<file path="config.mk">
export PLATFORM = sky130hd
export DESIGN_NAME = pit_timer_flags
export DESIGN_NICKNAME = d
export VERILOG_FILES = /design/src/hdl/pit_pkg.sv /design/src/hdl/pit_timer_flags.sv
export VERILOG_INCLUDE_DIRS = /design/src /design/src/hdl
export SDC_FILE = /design/constraint.sdc
export NUM_CORES = 1
export LEC_CHECK = 0
export ABC_AREA = 1
export BUFFER_PORTS_ARGS = -buffer_cell sky130_fd_sc_hd__buf_2
export CAP_MARGIN = 25
export CORE_MARGIN = 10
export CORE_UTILIZATION = 23
export DETAILED_ROUTE_END_ITERATION = 12
export SKIP_LAST_GASP = 1
export SYNTH_ARGS = -nofsm -noshare
export SYNTH_HDL_FRONTEND = slang
export SYNTH_SLANG_ARGS = --single-unit
</file>
<file path="constraint.sdc">
create_clock -name i_clk -period 2.3 [get_ports i_clk]
set_clock_uncertainty 0.1 [all_clocks]
set_input_delay 0.46 -clock i_clk [delete_from_list [all_inputs] [get_ports i_clk]]
set_output_delay 0.46 -clock i_clk [all_outputs]
set_load 0.01 [all_outputs]
</file>
<file path="src/hdl/pit_consts.svh">
// Offsets, field positions, reset values and counts for the tick and flag block
//
// Notes on behaviour
// - Counter wrap sets flag bit 7
// - Writing one clears flag; only those bits
// - Flag bits 3..0 read as zero
// - Mask bits 3 and 2 read zero
// - Control bits 7 and 3 read zero
// - Upper mask bits gate matching flags
// - Wrap flag and enable raise wrap request
// - Tick flag and enable raise tick request
// - Supply low: tick from chain tap
// - Supply high: tick from modulus underflow
// - Chain source divided by 1,2,4,8
// - Modulus source divided by 1,2,4,64
// - Period runs from previous timeout, free
// - Every timeout sets tick flag bit 6
// - First flag after one full period
// - Rate field in control bits 1..0
// - Chain tap ahead of main prescaler
// - Control bit 2 picks capture or compare
// - Control bit 6 enables accumulator
// - Bit 5 gated mode, bit 4 edge
// - All three registers reset to zero
// - Prescale writable once, within 64 cycles, in normal mode
// - Accumulator rollover sets flag bit 5
`ifndef PIT_CONSTS_SVH
`define PIT_CONSTS_SVH

`define PIT_IDX_MASK 8'h24
`define PIT_IDX_FLAGS 8'h25
`define PIT_IDX_CTRL 8'h26
`define PIT_MASK_IMPL 8'hf3
`define PIT_FLAGS_IMPL 8'hf0
`define PIT_CTRL_IMPL 8'h77
`define PIT_RESET_VAL 8'h00
`define PIT_BIT_WRAP 7
`define PIT_BIT_TICK 6
`define PIT_BIT_AWRAP 5
`define PIT_BIT_AEDGE 4
`define PIT_BIT_ACC_EN 6
`define PIT_BIT_GATED 5
`define PIT_BIT_POL 4
`define PIT_BIT_CAP4 2
`define PIT_PRESC_WINDOW 7'h40
`define PIT_DIV_MAX_CHAIN 6'h07
`define PIT_DIV_MAX_MOD 6'h3f

`endif

</file>
<file path="src/hdl/pit_pkg.sv">
// Types shared by the tick and flag block
package pit_pkg;

  typedef struct packed {
    logic cyc;
    logic stb;
    logic we;
    logic [7:0] adr;
    logic [3:0] sel;
    logic [31:0] dat;
  } pit_wb_req_t;

  typedef struct packed {
    logic counter_wrap;
    logic periodic_tick;
    logic accum_wrap;
    logic accum_edge;
  } pit_irq_t;

  typedef struct packed {
    logic accum_enable;
    logic accum_gated_select;
    logic accum_edge_polarity;
    logic fourth_input_capture;
    logic [1:0] main_prescale_select;
  } pit_ctrl_t;

endpackage

</file>
<file path="src/hdl/pit_timer_flags.sv">
// Periodic tick generator with timer flag, mask and accumulator control registers
//
// Local design decision: the Wishbone interface to the registers.
`timescale 1ns/1ps
`default_nettype none
`include "pit_consts.svh"

module pit_timer_flags (
  input wire logic i_clk,
  input wire logic i_nrst,
  input wire pit_pkg::pit_wb_req_t i_wb,
  output logic o_wb_ack,
  output logic [31:0] o_wb_dat,
  input wire logic i_synth_supply_sense,
  input wire logic i_normal_mode,
  input wire logic i_chain_tap_pulse,
  input wire logic i_modulus_underflow,
  input wire logic i_counter_wrap,
  input wire logic i_accum_wrap,
  input wire logic i_accum_edge,
  output logic o_periodic_tick,
  output pit_pkg::pit_irq_t o_irq,
  output pit_pkg::pit_ctrl_t o_ctrl
);
  import pit_pkg::*;

  // ----------------------------------------
  // Helpers
  // ----------------------------------------
  function automatic logic [5:0] tick_last(input logic synth, input logic [1:0] rate);
    logic [5:0] r;
    r = 6'h00;
    case (rate)
      2'h0: r = 6'h00;
      2'h1: r = 6'h01;
      2'h2: r = 6'h03;
      default: r = synth ? `PIT_DIV_MAX_MOD : `PIT_DIV_MAX_CHAIN;
    endcase
    return r;
  endfunction

  function automatic logic reg_hit(input logic [7:0] adr, input logic [7:0] idx);
    return adr == {idx[5:0], 2'h0};
  endfunction

  logic [7:0] mask_reg;
  logic [7:0] flags_reg;
  logic [7:0] ctrl_reg;
  logic ack_reg;
  logic [31:0] rdat_reg;
  logic sense_meta_reg;
  logic sense_reg;
  logic [5:0] div_cnt_reg;
  logic tick_reg;
  logic [6:0] age_reg;
  logic presc_done_reg;

  // ----------------------------------------
  // Bus decode
  // ----------------------------------------
  logic acc;
  logic wr_mask;
  logic wr_flags;
  logic wr_ctrl;
  logic presc_open;
  logic [7:0] wdat;
  logic [7:0] flag_set;
  logic hit_mask;
  logic hit_flags;
  logic hit_ctrl;

  assign acc = i_wb.cyc && i_wb.stb && !ack_reg;
  assign wdat = i_wb.dat[7:0];
  assign hit_mask = reg_hit(i_wb.adr, `PIT_IDX_MASK);
  assign hit_flags = reg_hit(i_wb.adr, `PIT_IDX_FLAGS);
  assign hit_ctrl = reg_hit(i_wb.adr, `PIT_IDX_CTRL);
  assign wr_mask = acc && i_wb.we && i_wb.sel[0] && hit_mask;
  assign wr_flags = acc && i_wb.we && i_wb.sel[0] && hit_flags;
  assign wr_ctrl = acc && i_wb.we && i_wb.sel[0] && hit_ctrl;
  assign presc_open = !i_normal_mode || (!presc_done_reg && (age_reg < `PIT_PRESC_WINDOW));

  always_ff @(posedge i_clk) begin
    if (!i_nrst) begin
      ack_reg <= 1'b0;
    end else begin
      ack_reg <= acc;
    end
  end

  // ----------------------------------------
  // Read data
  // ----------------------------------------
  // Unmapped addresses answer with zero
  always_ff @(posedge i_clk) begin
    if (!i_nrst) begin
      rdat_reg <= 32'h0000_0000;
    end else if (acc) begin
      if (hit_mask) begin
        rdat_reg <= {24'h00_0000, mask_reg & `PIT_MASK_IMPL};
      end else if (hit_flags) begin
        rdat_reg <= {24'h00_0000, flags_reg & `PIT_FLAGS_IMPL};
      end else if (hit_ctrl) begin
        rdat_reg <= {24'h00_0000, ctrl_reg & `PIT_CTRL_IMPL};
      end else begin
        rdat_reg <= 32'h0000_0000;
      end
    end
  end

  assign o_wb_ack = ack_reg;
  assign o_wb_dat = rdat_reg;

  // ----------------------------------------
  // Registers
  // ----------------------------------------
  always_ff @(posedge i_clk) begin
    if (!i_nrst) begin
      age_reg <= 7'h00;
    end else if (age_reg < `PIT_PRESC_WINDOW) begin
      age_reg <= age_reg + 7'h01;
    end
  end

  always_ff @(posedge i_clk) begin
    if (!i_nrst) begin
      mask_reg <= `PIT_RESET_VAL;
      presc_done_reg <= 1'b0;
    end else if (wr_mask) begin
      mask_reg[7:4] <= wdat[7:4];
      if (presc_open) begin
        mask_reg[1:0] <= wdat[1:0];
        presc_done_reg <= 1'b1;
      end
    end
  end

  always_ff @(posedge i_clk) begin
    if (!i_nrst) begin
      ctrl_reg <= `PIT_RESET_VAL;
    end else if (wr_ctrl) begin
      ctrl_reg <= wdat & `PIT_CTRL_IMPL;
    end
  end

  assign flag_set = {i_counter_wrap, tick_reg, i_accum_wrap, i_accum_edge, 4'h0};

  // Set beats a clearing write
  always_ff @(posedge i_clk) begin
    if (!i_nrst) begin
      flags_reg <= `PIT_RESET_VAL;
    end else begin
      flags_reg <= ((flags_reg & ~(wr_flags ? wdat : 8'h00)) | flag_set) & `PIT_FLAGS_IMPL;
    end
  end

  // ----------------------------------------
  // Tick source and divider
  // ----------------------------------------
  always_ff @(posedge i_clk) begin
    if (!i_nrst) begin
      sense_meta_reg <= 1'b0;
      sense_reg <= 1'b0;
    end else begin
      sense_meta_reg <= i_synth_supply_sense;
      sense_reg <= sense_meta_reg;
    end
  end

  logic tick_src;
  logic [5:0] div_last;

  // Chain tap is taken before the main prescaler
  assign tick_src = sense_reg ? i_modulus_underflow : i_chain_tap_pulse;
  assign div_last = tick_last(sense_reg, ctrl_reg[1:0]);

  // Free-running period; flag clears do not touch it
  always_ff @(posedge i_clk) begin
    if (!i_nrst) begin
      div_cnt_reg <= 6'h00;
      tick_reg <= 1'b0;
    end else begin
      tick_reg <= 1'b0;
      if (tick_src) begin
        if (div_cnt_reg >= div_last) begin
          div_cnt_reg <= 6'h00;
          tick_reg <= 1'b1;
        end else begin
          div_cnt_reg <= div_cnt_reg + 6'h01;
        end
      end
    end
  end

  // ----------------------------------------
  // Outputs
  // ----------------------------------------
  assign o_periodic_tick = tick_reg;
  assign o_irq.counter_wrap = flags_reg[`PIT_BIT_WRAP] && mask_reg[`PIT_BIT_WRAP];
  assign o_irq.periodic_tick = flags_reg[`PIT_BIT_TICK] && mask_reg[`PIT_BIT_TICK];
  assign o_irq.accum_wrap = flags_reg[`PIT_BIT_AWRAP] && mask_reg[`PIT_BIT_AWRAP];
  assign o_irq.accum_edge = flags_reg[`PIT_BIT_AEDGE] && mask_reg[`PIT_BIT_AEDGE];
  assign o_ctrl.accum_enable = ctrl_reg[`PIT_BIT_ACC_EN];
  assign o_ctrl.accum_gated_select = ctrl_reg[`PIT_BIT_GATED];
  assign o_ctrl.accum_edge_polarity = ctrl_reg[`PIT_BIT_POL];
  assign o_ctrl.fourth_input_capture = ctrl_reg[`PIT_BIT_CAP4];
  assign o_ctrl.main_prescale_select = mask_reg[1:0];
endmodule
`default_nettype wire

</file>
==> out/qor.csv, run 1 <==
metric;value;unit
path_max_fanout;6;
tightest_slew;0.518;ns
io_pins;100;
grt_setup_unrepaired;no;
synth-seq-area-share;36.0;%
post-cts-setup-buffer-count;0;
relSlewSlack;65.5;%
hold_class;input pin to flip-flop;
drtIter0Drc;114;
insertedDiodeCount;0;
initial_antenna_violation_count;0;
timing_max_transition_violations_final;0;
number_of_remaining_drc_errors;0;
final_wirelength;5510;um
finalSetupTns;0;ns
drt_first_pass_iters;4;
avgRoutedWirePerCell;11.6;um
routed-via-count;1875;
core_area;9730;sq um
port_buffers;46;
area_delta_synth_final;14.5;%
grt_usage;7.65;%
drtAntennaViolNets;0;
whs_path_depth;3;
die_x;120;um
synth_cell_types;33;
post_synth.cell_area_avg;7.68;sq um
synth-warning-count;0;
tritoncts;built;
avgViaCountPerCell;3.96;
max_cap_violations;0;
standard_cell_rows;36;
grt_pass1_wl;9090;um
critPathCaptureType;flip-flop;
finalSetupViolCount;0;
crit_path_start_kind;flip-flop;
worst_ep_arrival_time;1.88;ns
cell_count_after_synthesis;297;
cts_buffer_depth;2;
clock.fmax;0.556;GHz
post_route_cells_drive_above_1_share;24.4;%
status;completed;
power.static_leakage;0.00131;uW
grt_start_max_net_pins;22;
fp.dieArea;14300;sq um
post_synthesis_instance_area;2280;sq um
criticalPathCategory;flip-flop to flip-flop;
gpl.final_weighted_congestion;0.783;
via_count_of_the_first_global_routing_pass;1873;
nets;403;
clkTransAtPathRegs;0.08;ns
cts_root_buffer;sky130_fd_sc_hd__clkbuf_8;
final.fill_count;1099;
fp.dieH;120;um
timing.final.crit_period;1.80;ns
timing.critical_path.required;2.38;ns
tritoncts_num_sinks;41;
rr_worst_depth;9;
vdd_ir_drop_max;0.324;mV
postCtsHoldBufs;0;
hpwlAfterDp;4520;um
fin_total_pwr;1410;uW
cts_resized;0;
powerDensity;540;nW/um^2
initial_core_util;23.4;%
final-hold-violation-count;0;
finalCritPeriodShare;78.2;%
postSynthRegisterBits;41;
clock_latency_on_the_worst_skew_pair;0.29;ns
htree_levels;2;
globalRouteOverflowTotal;0;
cts_made_buffers;5;
[cell usage in the layout (no fill, tap or decap), types with 2 or more instances in the layout]
cell,n
sky130_fd_sc_hd__a21oi_2,3
sky130_fd_sc_hd__xor2_1,5
sky130_fd_sc_hd__ha_1,8
sky130_fd_sc_hd__buf_2,46
sky130_fd_sc_hd__nor2_1,39
sky130_fd_sc_hd__a21oi_1,23
sky130_fd_sc_hd__nor2_2,2
sky130_fd_sc_hd__clkinv_2,2
sky130_fd_sc_hd__nand3_1,19
sky130_fd_sc_hd__nand2_4,4
sky130_fd_sc_hd__clkbuf_8,7
sky130_fd_sc_hd__nor2_4,5
sky130_fd_sc_hd__nand2_2,4
sky130_fd_sc_hd__o21ai_0,16
sky130_fd_sc_hd__dfxtp_1,41
sky130_fd_sc_hd__inv_1,30
sky130_fd_sc_hd__nand4_1,3
sky130_fd_sc_hd__a21o_1,2
sky130_fd_sc_hd__nand2_1,39
sky130_fd_sc_hd__nor2_8,3
sky130_fd_sc_hd__inv_2,4
sky130_fd_sc_hd__conb_1,25
sky130_fd_sc_hd__o21ai_1,3
[power by group]
part	internal (uW)	switching, uW
Sequential	728	13.7
Combinational	48.7	99.6
Clock	272	248
Total	1050	361
[final timing paths]
check | startpoint | to | slack, ns
worst max-delay path | ctrl_reg[0] | div_cnt_reg[4] | 0.50
worst min-delay path | i_synth_supply_sense | sense_meta_reg | 0.25
worst max register to register | ctrl_reg[0] | div_cnt_reg[4] | 0.50
worst min register to register | sense_meta_reg | sense_reg | 0.32
[metrics by stage]
step / cell area [sq um] / cells / setup WS [ns] / util [%] / hold WS, ns
3_5_place_dp: 2510 / 465 / 0.508 / 25.8 / 0.308
4_1_cts: 2610 / 473 / 0.498 / 26.8 / 0.244
3_3_place_gp: 2510 / 465 / 0.535 / 25.8 / 0.300
2_1_floorplan: 2370 / 321 / 0.694 / - / 0.290
5_1_grt: 2610 / 473 / 0.369 / 26.8 / 0.271
6_report: 2610 / 473 / 0.501 / 26.8 / 0.252
[cell usage after synthesis, drive strengths merged]
cell type,instances,area (sq um)
nand2,47,216
inv,34,128
clkbuf,1,3.75
ha,8,100
a21o,2,15.0
mux2i,1,10.0
clkinv,1,5.00
a21boi,1,7.51
nor2,49,275
o21ai,20,104
conb,1,3.75
or2,1,6.26
nand3,20,113
buf,34,253
o21bai,1,7.51
dfxtp,41,821
a21oi,26,141
o21a,1,7.51
nand4,3,18.8
xor2,5,43.8
[worst max-delay path, cell delays in order, from the launching register on]
cell and delay (ns):
sky130_fd_sc_hd__dfxtp_1 0.35, sky130_fd_sc_hd__or2_2 0.31, sky130_fd_sc_hd__ha_1 0.27, sky130_fd_sc_hd__inv_1 0.03
sky130_fd_sc_hd__a21boi_0 0.14, sky130_fd_sc_hd__o21ai_0 0.10, sky130_fd_sc_hd__nand2_1 0.07, sky130_fd_sc_hd__nand2_1 0.07
sky130_fd_sc_hd__nand2_1 0.19, sky130_fd_sc_hd__nor2_1 0.07
[cells by family after synthesis]
kind of cell | count (synthesis) | share of synthesized area, %
simple gates | 120 | 27.6
buf+inv | 70 | 17.1
compound gates | 51 | 12.4
flops | 41 | 36.0
fa+ha+maj | 8 | 4.39
xor+xnor | 5 | 1.92
other cells | 1 | 0.164
mux | 1 | 0.439
[cell type report]
| type | count | area (sq um) | share of cell area [%] |
|---|---|---|---|
| Multi-Input combinational cell | 210 | 1160 | 44.4 |
| Sequential cell | 41 | 821 | 31.4 |
| Timing Repair Buffer | 46 | 230 | 8.82 |
| Tap cell | 133 | 166 | 6.37 |
| Inverter | 35 | 133 | 5.08 |
| Clock buffer | 7 | 96.3 | 3.69 |
| Clock inverter | 1 | 5.00 | 0.192 |
[per-layer routing]
layer | GRT usage [%] | wire length, um | up-vias
li1 | - | - | 975
met1 | 9.42 | 2540 | 846
met2 | 12.3 | 2440 | 54
met5 | 0 | 0 | -
met4 | 0.679 | 0 | 0
met3 | 3.66 | 522 | 0
No activity file was read; power rests on OpenSTA's default activity.
==> run 2: changes to the inputs <==
- clock period: 2.3 -> 1.6 ns (I/O delays scaled with it)
==> run 2 against run 1 <==
Net effect: sequential share of layout area is 1.3 points lower; routed wire length up 3.5%; largest power group unchanged; count of clock-buffer cells in the layout is 1 lower; die area unchanged; non-clock buffer count grew 8; largest cell class unchanged; critical path depth is the same.
==> out/qor.csv, run 2 (synthesized netlist as in run 1, its figures left out) <==
metric;value;unit;change
status;completed;;
final_common_cell;sky130_fd_sc_hd__buf_2;;
finalCritPeriodShare;99.9;%;+22 points
number_of_remaining_drc_errors;0;;unchanged
io_pins;100;;unchanged
nets;411;;+2.0%
drtAntennaViolNets;0;;unchanged
criticalPathCategory;flip-flop to flip-flop;;
fin_total_pwr;2180;uW;+55%
clock_latency_on_the_worst_skew_pair;0.30;ns;about the same
die_x;120;um;unchanged
timing.critical_path.required;1.69;ns;-0.69 ns
path_max_fanout;6;;unchanged
finalSetupViolCount;0;;unchanged
grt_pass1_wl;9440;um;+3.8%
initial_antenna_violation_count;0;;unchanged
post-cts-setup-buffer-count;0;;unchanged
clock.fmax;0.626;GHz;+13%
drt_first_pass_iters;5;;+1
grt_setup_unrepaired;yes;;
timing.hold.ws;0.108;ns;-0.145 ns
cts_made_buffers;5;;unchanged
avgViaCountPerCell;4.04;;+1.9%
fp.dieH;120;um;unchanged
port_buffers;46;;unchanged
tritoncts;built;;
crit_path_start_kind;flip-flop;;
tritoncts_num_sinks;41;;unchanged
worst_ep_arrival_time;1.69;ns;-0.19 ns
most-common-layout-cells;46 x sky130_fd_sc_hd__buf_2, 39 x sky130_fd_sc_hd__nor2_1, 38 x sky130_fd_sc_hd__dfxtp_1, 37 x sky130_fd_sc_hd__nand2_1, 29 x sky130_fd_sc_hd__inv_1;;
powerDensity;794;nW/um^2;+47%
drtIter0Drc;83;;-27%
vdd_ir_drop_max;0.376;mV;+16%
fp.dieArea;14300;sq um;unchanged
final_wirelength;5700;um;+3.5%
crit_path_cell_trace;or2_4 -> ha_4 -> inv_2 -> a21boi_1 -> o21ai_1 -> nand2_1 -> nand2_2 -> nand2_4 -> nor2_1;;
final-hold-violation-count;0;;unchanged
globalRouteOverflowTotal;0;;unchanged
max_cap_violations;0;;unchanged
cts_buffer_depth;2;;unchanged
hpwlAfterDp;4730;um;+4.7%
power.static_leakage;0.00136;uW;+3.7%
post_route_cells_drive_above_1_share;28.7;%;+4.3 points
hold_class;input pin to flip-flop;;
routed-via-count;1942;;+3.6%
initial_core_util;23.4;%;unchanged
critPathCaptureType;flip-flop;;
via_count_of_the_first_global_routing_pass;1972;;+5.3%
avgRoutedWirePerCell;11.8;um;+1.8%
area_delta_synth_final;20.5;%;
grt_usage;8.02;%;+0.37 points
clkTransAtPathRegs;0.08;ns;about the same
cpMaxStageDelayCell;sky130_fd_sc_hd__dfxtp_2;;
core_area;9730;sq um;unchanged
grt_start_max_net_pins;14;;-36%
htree_levels;2;;unchanged
standard_cell_rows;36;;unchanged
timing.final.crit_period;1.60;ns;-0.200 ns
timing_max_transition_violations_final;0;;unchanged
gpl.final_weighted_congestion;0.779;;-0.46%
critical-path-max-stage-delay;0.35;ns;about the same
insertedDiodeCount;0;;unchanged
cts_root_buffer;sky130_fd_sc_hd__clkbuf_8;;
==> run 2: cell count changes in the layout (fill, tap and decap cells not counted), sizes merged <==
cell / change
clkinvlp: +1
buf: +8
clkinv: -1
bufinv: +1
clkbuf: -1
==> run 2: layer usage <==
layer  GRT usage [%]  wire length [um]  up-vias
met3            3.56               538        8
met1            9.70              2560      868
met4            2.19                56        0
met5               0                 0        -
met2            12.7              2540       71
li1                -                 -      995
==> run 2: path summary, 6_finish.rpt <==
path / startpoint / endpoint / slack [ns] / cells after the start
worst max-delay path: ctrl_reg[0] / div_cnt_reg[2] / 0.001 / 9
worst min-delay path: i_synth_supply_sense / sense_meta_reg / 0.11 / 3
worst max register to register: ctrl_reg[0] / div_cnt_reg[2] / 0.001 / 9
worst min register to register: sense_meta_reg / sense_reg / 0.33 / 2
==> run 2: worst max-delay path: cells and delay by family, from the launching register on <==
family          cells  cell delay [ns]
compound gates      2             0.19
fa+ha+maj           1             0.26
buf+inv             1             0.02
flops               1             0.35
simple gates        5             0.57
==> run 2: layout make-up <==
type	instances	area, sq um
fill	1097	6980
multi-input combinational	210	1210
sequential	41	827
timing repair buffer	54	290
tap	133	166
inverter	35	133
clock buffer	6	82.6
clock inverter	2	37.5
==> run 2: what timing repair did <==
| action | in CTS | in global routing |
|---|---|---|
| hold buffers | 0 | 0 |
| setup endpoints to repair | 7 | 7 |
| pin swaps | 8 | 5 |
| gates resized for setup | 10 | 4 |
| gates cloned | 0 | 0 |
==> run 2: power by group <==
part	internal [uW]	total (uW)	switching (uW)
registers	1040	1060	19.0
logic	82.4	233	151
clock network	508	884	377
total	1630	2180	546
==> run 2: metrics by stage <==
stage               TNS [ns]  cells  util [%]  area [sq um]  worst slack [ns]
detailed placement    -0.753    473      26.4          2570            -0.134
CTS                  -0.0565    481      28.0          2720           -0.0138
floorplan                  0    321         -          2370            0.0250
finish                     0    481      28.2          2750           0.00143
global route          -0.516    481      28.2          2750           -0.0924
global placement      -0.441    473      26.4          2570           -0.0748
==> run 3: changes to the inputs <==
- CELL_PAD_IN_SITES_DETAIL_PLACEMENT: not set -> 1
- CELL_PAD_IN_SITES_GLOBAL_PLACEMENT: not set -> 1
- CTS_CLUSTER_SIZE: not set -> 16
- PLACE_DENSITY_LB_ADDON: not set -> 0.1
==> run 3 against run 2 <==
Net effect: critical path depth stayed put; sequential share of layout area is 0.36 points lower; combinational power is 4% higher; via count is 2.1% lower; global-route usage is 0.69 points higher; count of clock-buffer cells in the layout stayed put; power is 7.6% lower; largest power group unchanged; highest routed layer unchanged.
==> out/qor.csv, run 3 (synthesized netlist as in run 1, its figures left out) <==
metric;value;unit;change
status;completed;;
via_count_of_the_first_global_routing_pass;1998;;+1.3%
fp.dieH;120;um;unchanged
timing_max_transition_violations_final;0;;unchanged
max_cap_violations;0;;unchanged
critical-path-max-stage-delay;0.34;ns;about the same
fp.dieArea;14300;sq um;unchanged
initial_antenna_violation_count;0;;unchanged
final.fill_count;1256;;+14%
path_max_fanout;6;;unchanged
pwr-share-comb;12.1;%;+1.4 points
initial_core_util;23.4;%;unchanged
cts_made_buffers;5;;unchanged
multiInputGateArea;1240;sq um;+2.9%
io_pins;100;;unchanged
hold_class;input pin to flip-flop;;
core_utilization_of_the_finished_layout;28.5;%;+0.26 points
area_delta_synth_final;21.6;%;
clkTransAtPathRegs;0.08;ns;about the same
cts_root_buffer;sky130_fd_sc_hd__clkbuf_8;;
criticalPathCategory;flip-flop to flip-flop;;
gpl.final_weighted_congestion;0.692;;-11%
worst_ep_arrival_time;1.69;ns;about the same
core_area;9730;sq um;unchanged
timing.critical_path.required;1.69;ns;about the same
timing.final.crit_period;1.60;ns;-0.000930 ns
grt_pass1_wl;10200;um;+7.7%
tritoncts;built;;
powerDensity;727;nW/um^2;-8.4%
placed_cell_area;2590;sq um;+0.58%
register_area;825;sq um;-0.30%
rr_worst_depth;9;;unchanged
whs_path_depth;3;;unchanged
drtIter0Drc;32;;-61%
routed-via-count;1901;;-2.1%
clock_power_share;35.0;%;-5.6 points
port_buffers;46;;unchanged
vdd_ir_drop_max;0.286;mV;-24%
final_wirelength;6210;um;+8.9%
crit_path_cell_trace;or2_4 -> ha_4 -> inv_2 -> a21boi_2 -> o21ai_1 -> nand2_1 -> nand2_2 -> nand2_4 -> nor2_2;;
minimum_setup_slack_among_reg_to_reg_paths;0.002;ns;about the same
die_x;120;um;unchanged
finalCritPeriodShare;99.9;%;about the same
cpMaxStageDelayCell;sky130_fd_sc_hd__dfxtp_2;;
standard_cell_rows;36;;unchanged
postCtsHoldBufs;0;;unchanged
number_of_remaining_drc_errors;0;;unchanged
avgViaCountPerCell;3.94;;-2.5%
drt_first_pass_iters;3;;-2
finalSetupViolCount;0;;unchanged
clock.fmax;0.626;GHz;about the same
crit_path_start_kind;flip-flop;;
final-hold-violation-count;0;;unchanged
post_route_cells_drive_above_1_share;31.7;%;+3.0 points
swShare;26.8;%;+1.7 points
share_seq_of_total_power;52.9;%;+4.1 points
drtAntennaViolNets;0;;unchanged
globalRouteOverflowTotal;0;;unchanged
insertedDiodeCount;0;;unchanged
hpwlAfterDp;5160;um;+9.2%
grt_start_max_net_pins;13;;-1
tritoncts_num_sinks;41;;unchanged
power.internal;1480;uW;-9.7%
htree_levels;2;;unchanged
power.static_leakage;0.00136;uW;about the same
nets;414;;+0.73%
avgRoutedWirePerCell;12.8;um;+8.5%
finalSetupTns;0;ns;unchanged
critPathCaptureType;flip-flop;;
grt_usage;8.71;%;+0.69 points
final_common_cell;sky130_fd_sc_hd__buf_2;;
clock_latency_on_the_worst_skew_pair;0.29;ns;about the same
grt_setup_unrepaired;yes;;
fin_area;2770;sq um;+0.91%
total_switching_power;540;uW;-1.2%
most-common-layout-cells;46 x sky130_fd_sc_hd__buf_2, 38 x sky130_fd_sc_hd__dfxtp_1, 37 x sky130_fd_sc_hd__nand2_1, 33 x sky130_fd_sc_hd__nor2_1, 29 x sky130_fd_sc_hd__inv_1;;
cts_buffer_depth;2;;unchanged
## run 3: layout make-up
cell class              instances  share of cell area [%]
well taps                     133                    6.00
repair buffers                 57                    11.3
clock inverters                 1                   0.271
clock buffers                   6                    2.98
flip-flops and latches         41                    29.8
inverters                      35                    4.79
multi-input cells             210                    44.9
## run 3: power groups by stage
stage	clock network, uW	logic [uW]	registers [uW]
after floorplan	0	183	1090
after detailed placement	0	234	1090
after global placement	0	231	1090
after global routing	788	277	1070
after CTS	752	240	1070
final	706	243	1070
## run 3: final timing paths
kind / to / start
worst max register to register: div_cnt_reg[2] / ctrl_reg[1]
worst max-delay path: div_cnt_reg[2] / ctrl_reg[1]
worst min register to register: sense_reg / sense_meta_reg
worst min-delay path: sense_meta_reg / i_synth_supply_sense
## run 3: what timing repair did
| item | CTS | global route |
|---|---|---|
| endpoints found under the setup margin | 7 | 7 |
| buffers inserted | 0 | 1 |
| resized for setup | 10 | 12 |
| pin swaps | 9 | 6 |
## run 3: metrics by stage
step                worst slack (ns)  instances  hold slack [ns]  total power (uW)
finish                       0.00236        483            0.107              2020
global route                  -0.101        483            0.114              2140
CTS                          -0.0288        482           0.0972              2060
detailed placement            -0.133        475            0.308              1320
global placement              -0.133        475            0.298              1320
floorplan                     0.0250        321            0.290              1270
## run 3: critical path: cells and delay by family, from the launching register on
family,cells,cell delay [ns]
compound gates,2,0.18
simple gates,5,0.59
fa+ha+maj,1,0.26
flops,1,0.34
buf+inv,1,0.03
## run 3: layer usage
metal	wire (um)	vias up	track usage [%]
met4	51	0	2.26
met1	2940	858	10.7
met2	2880	46	14.3
met3	342	4	2.77
met5	0	-	0
li1	-	993	-
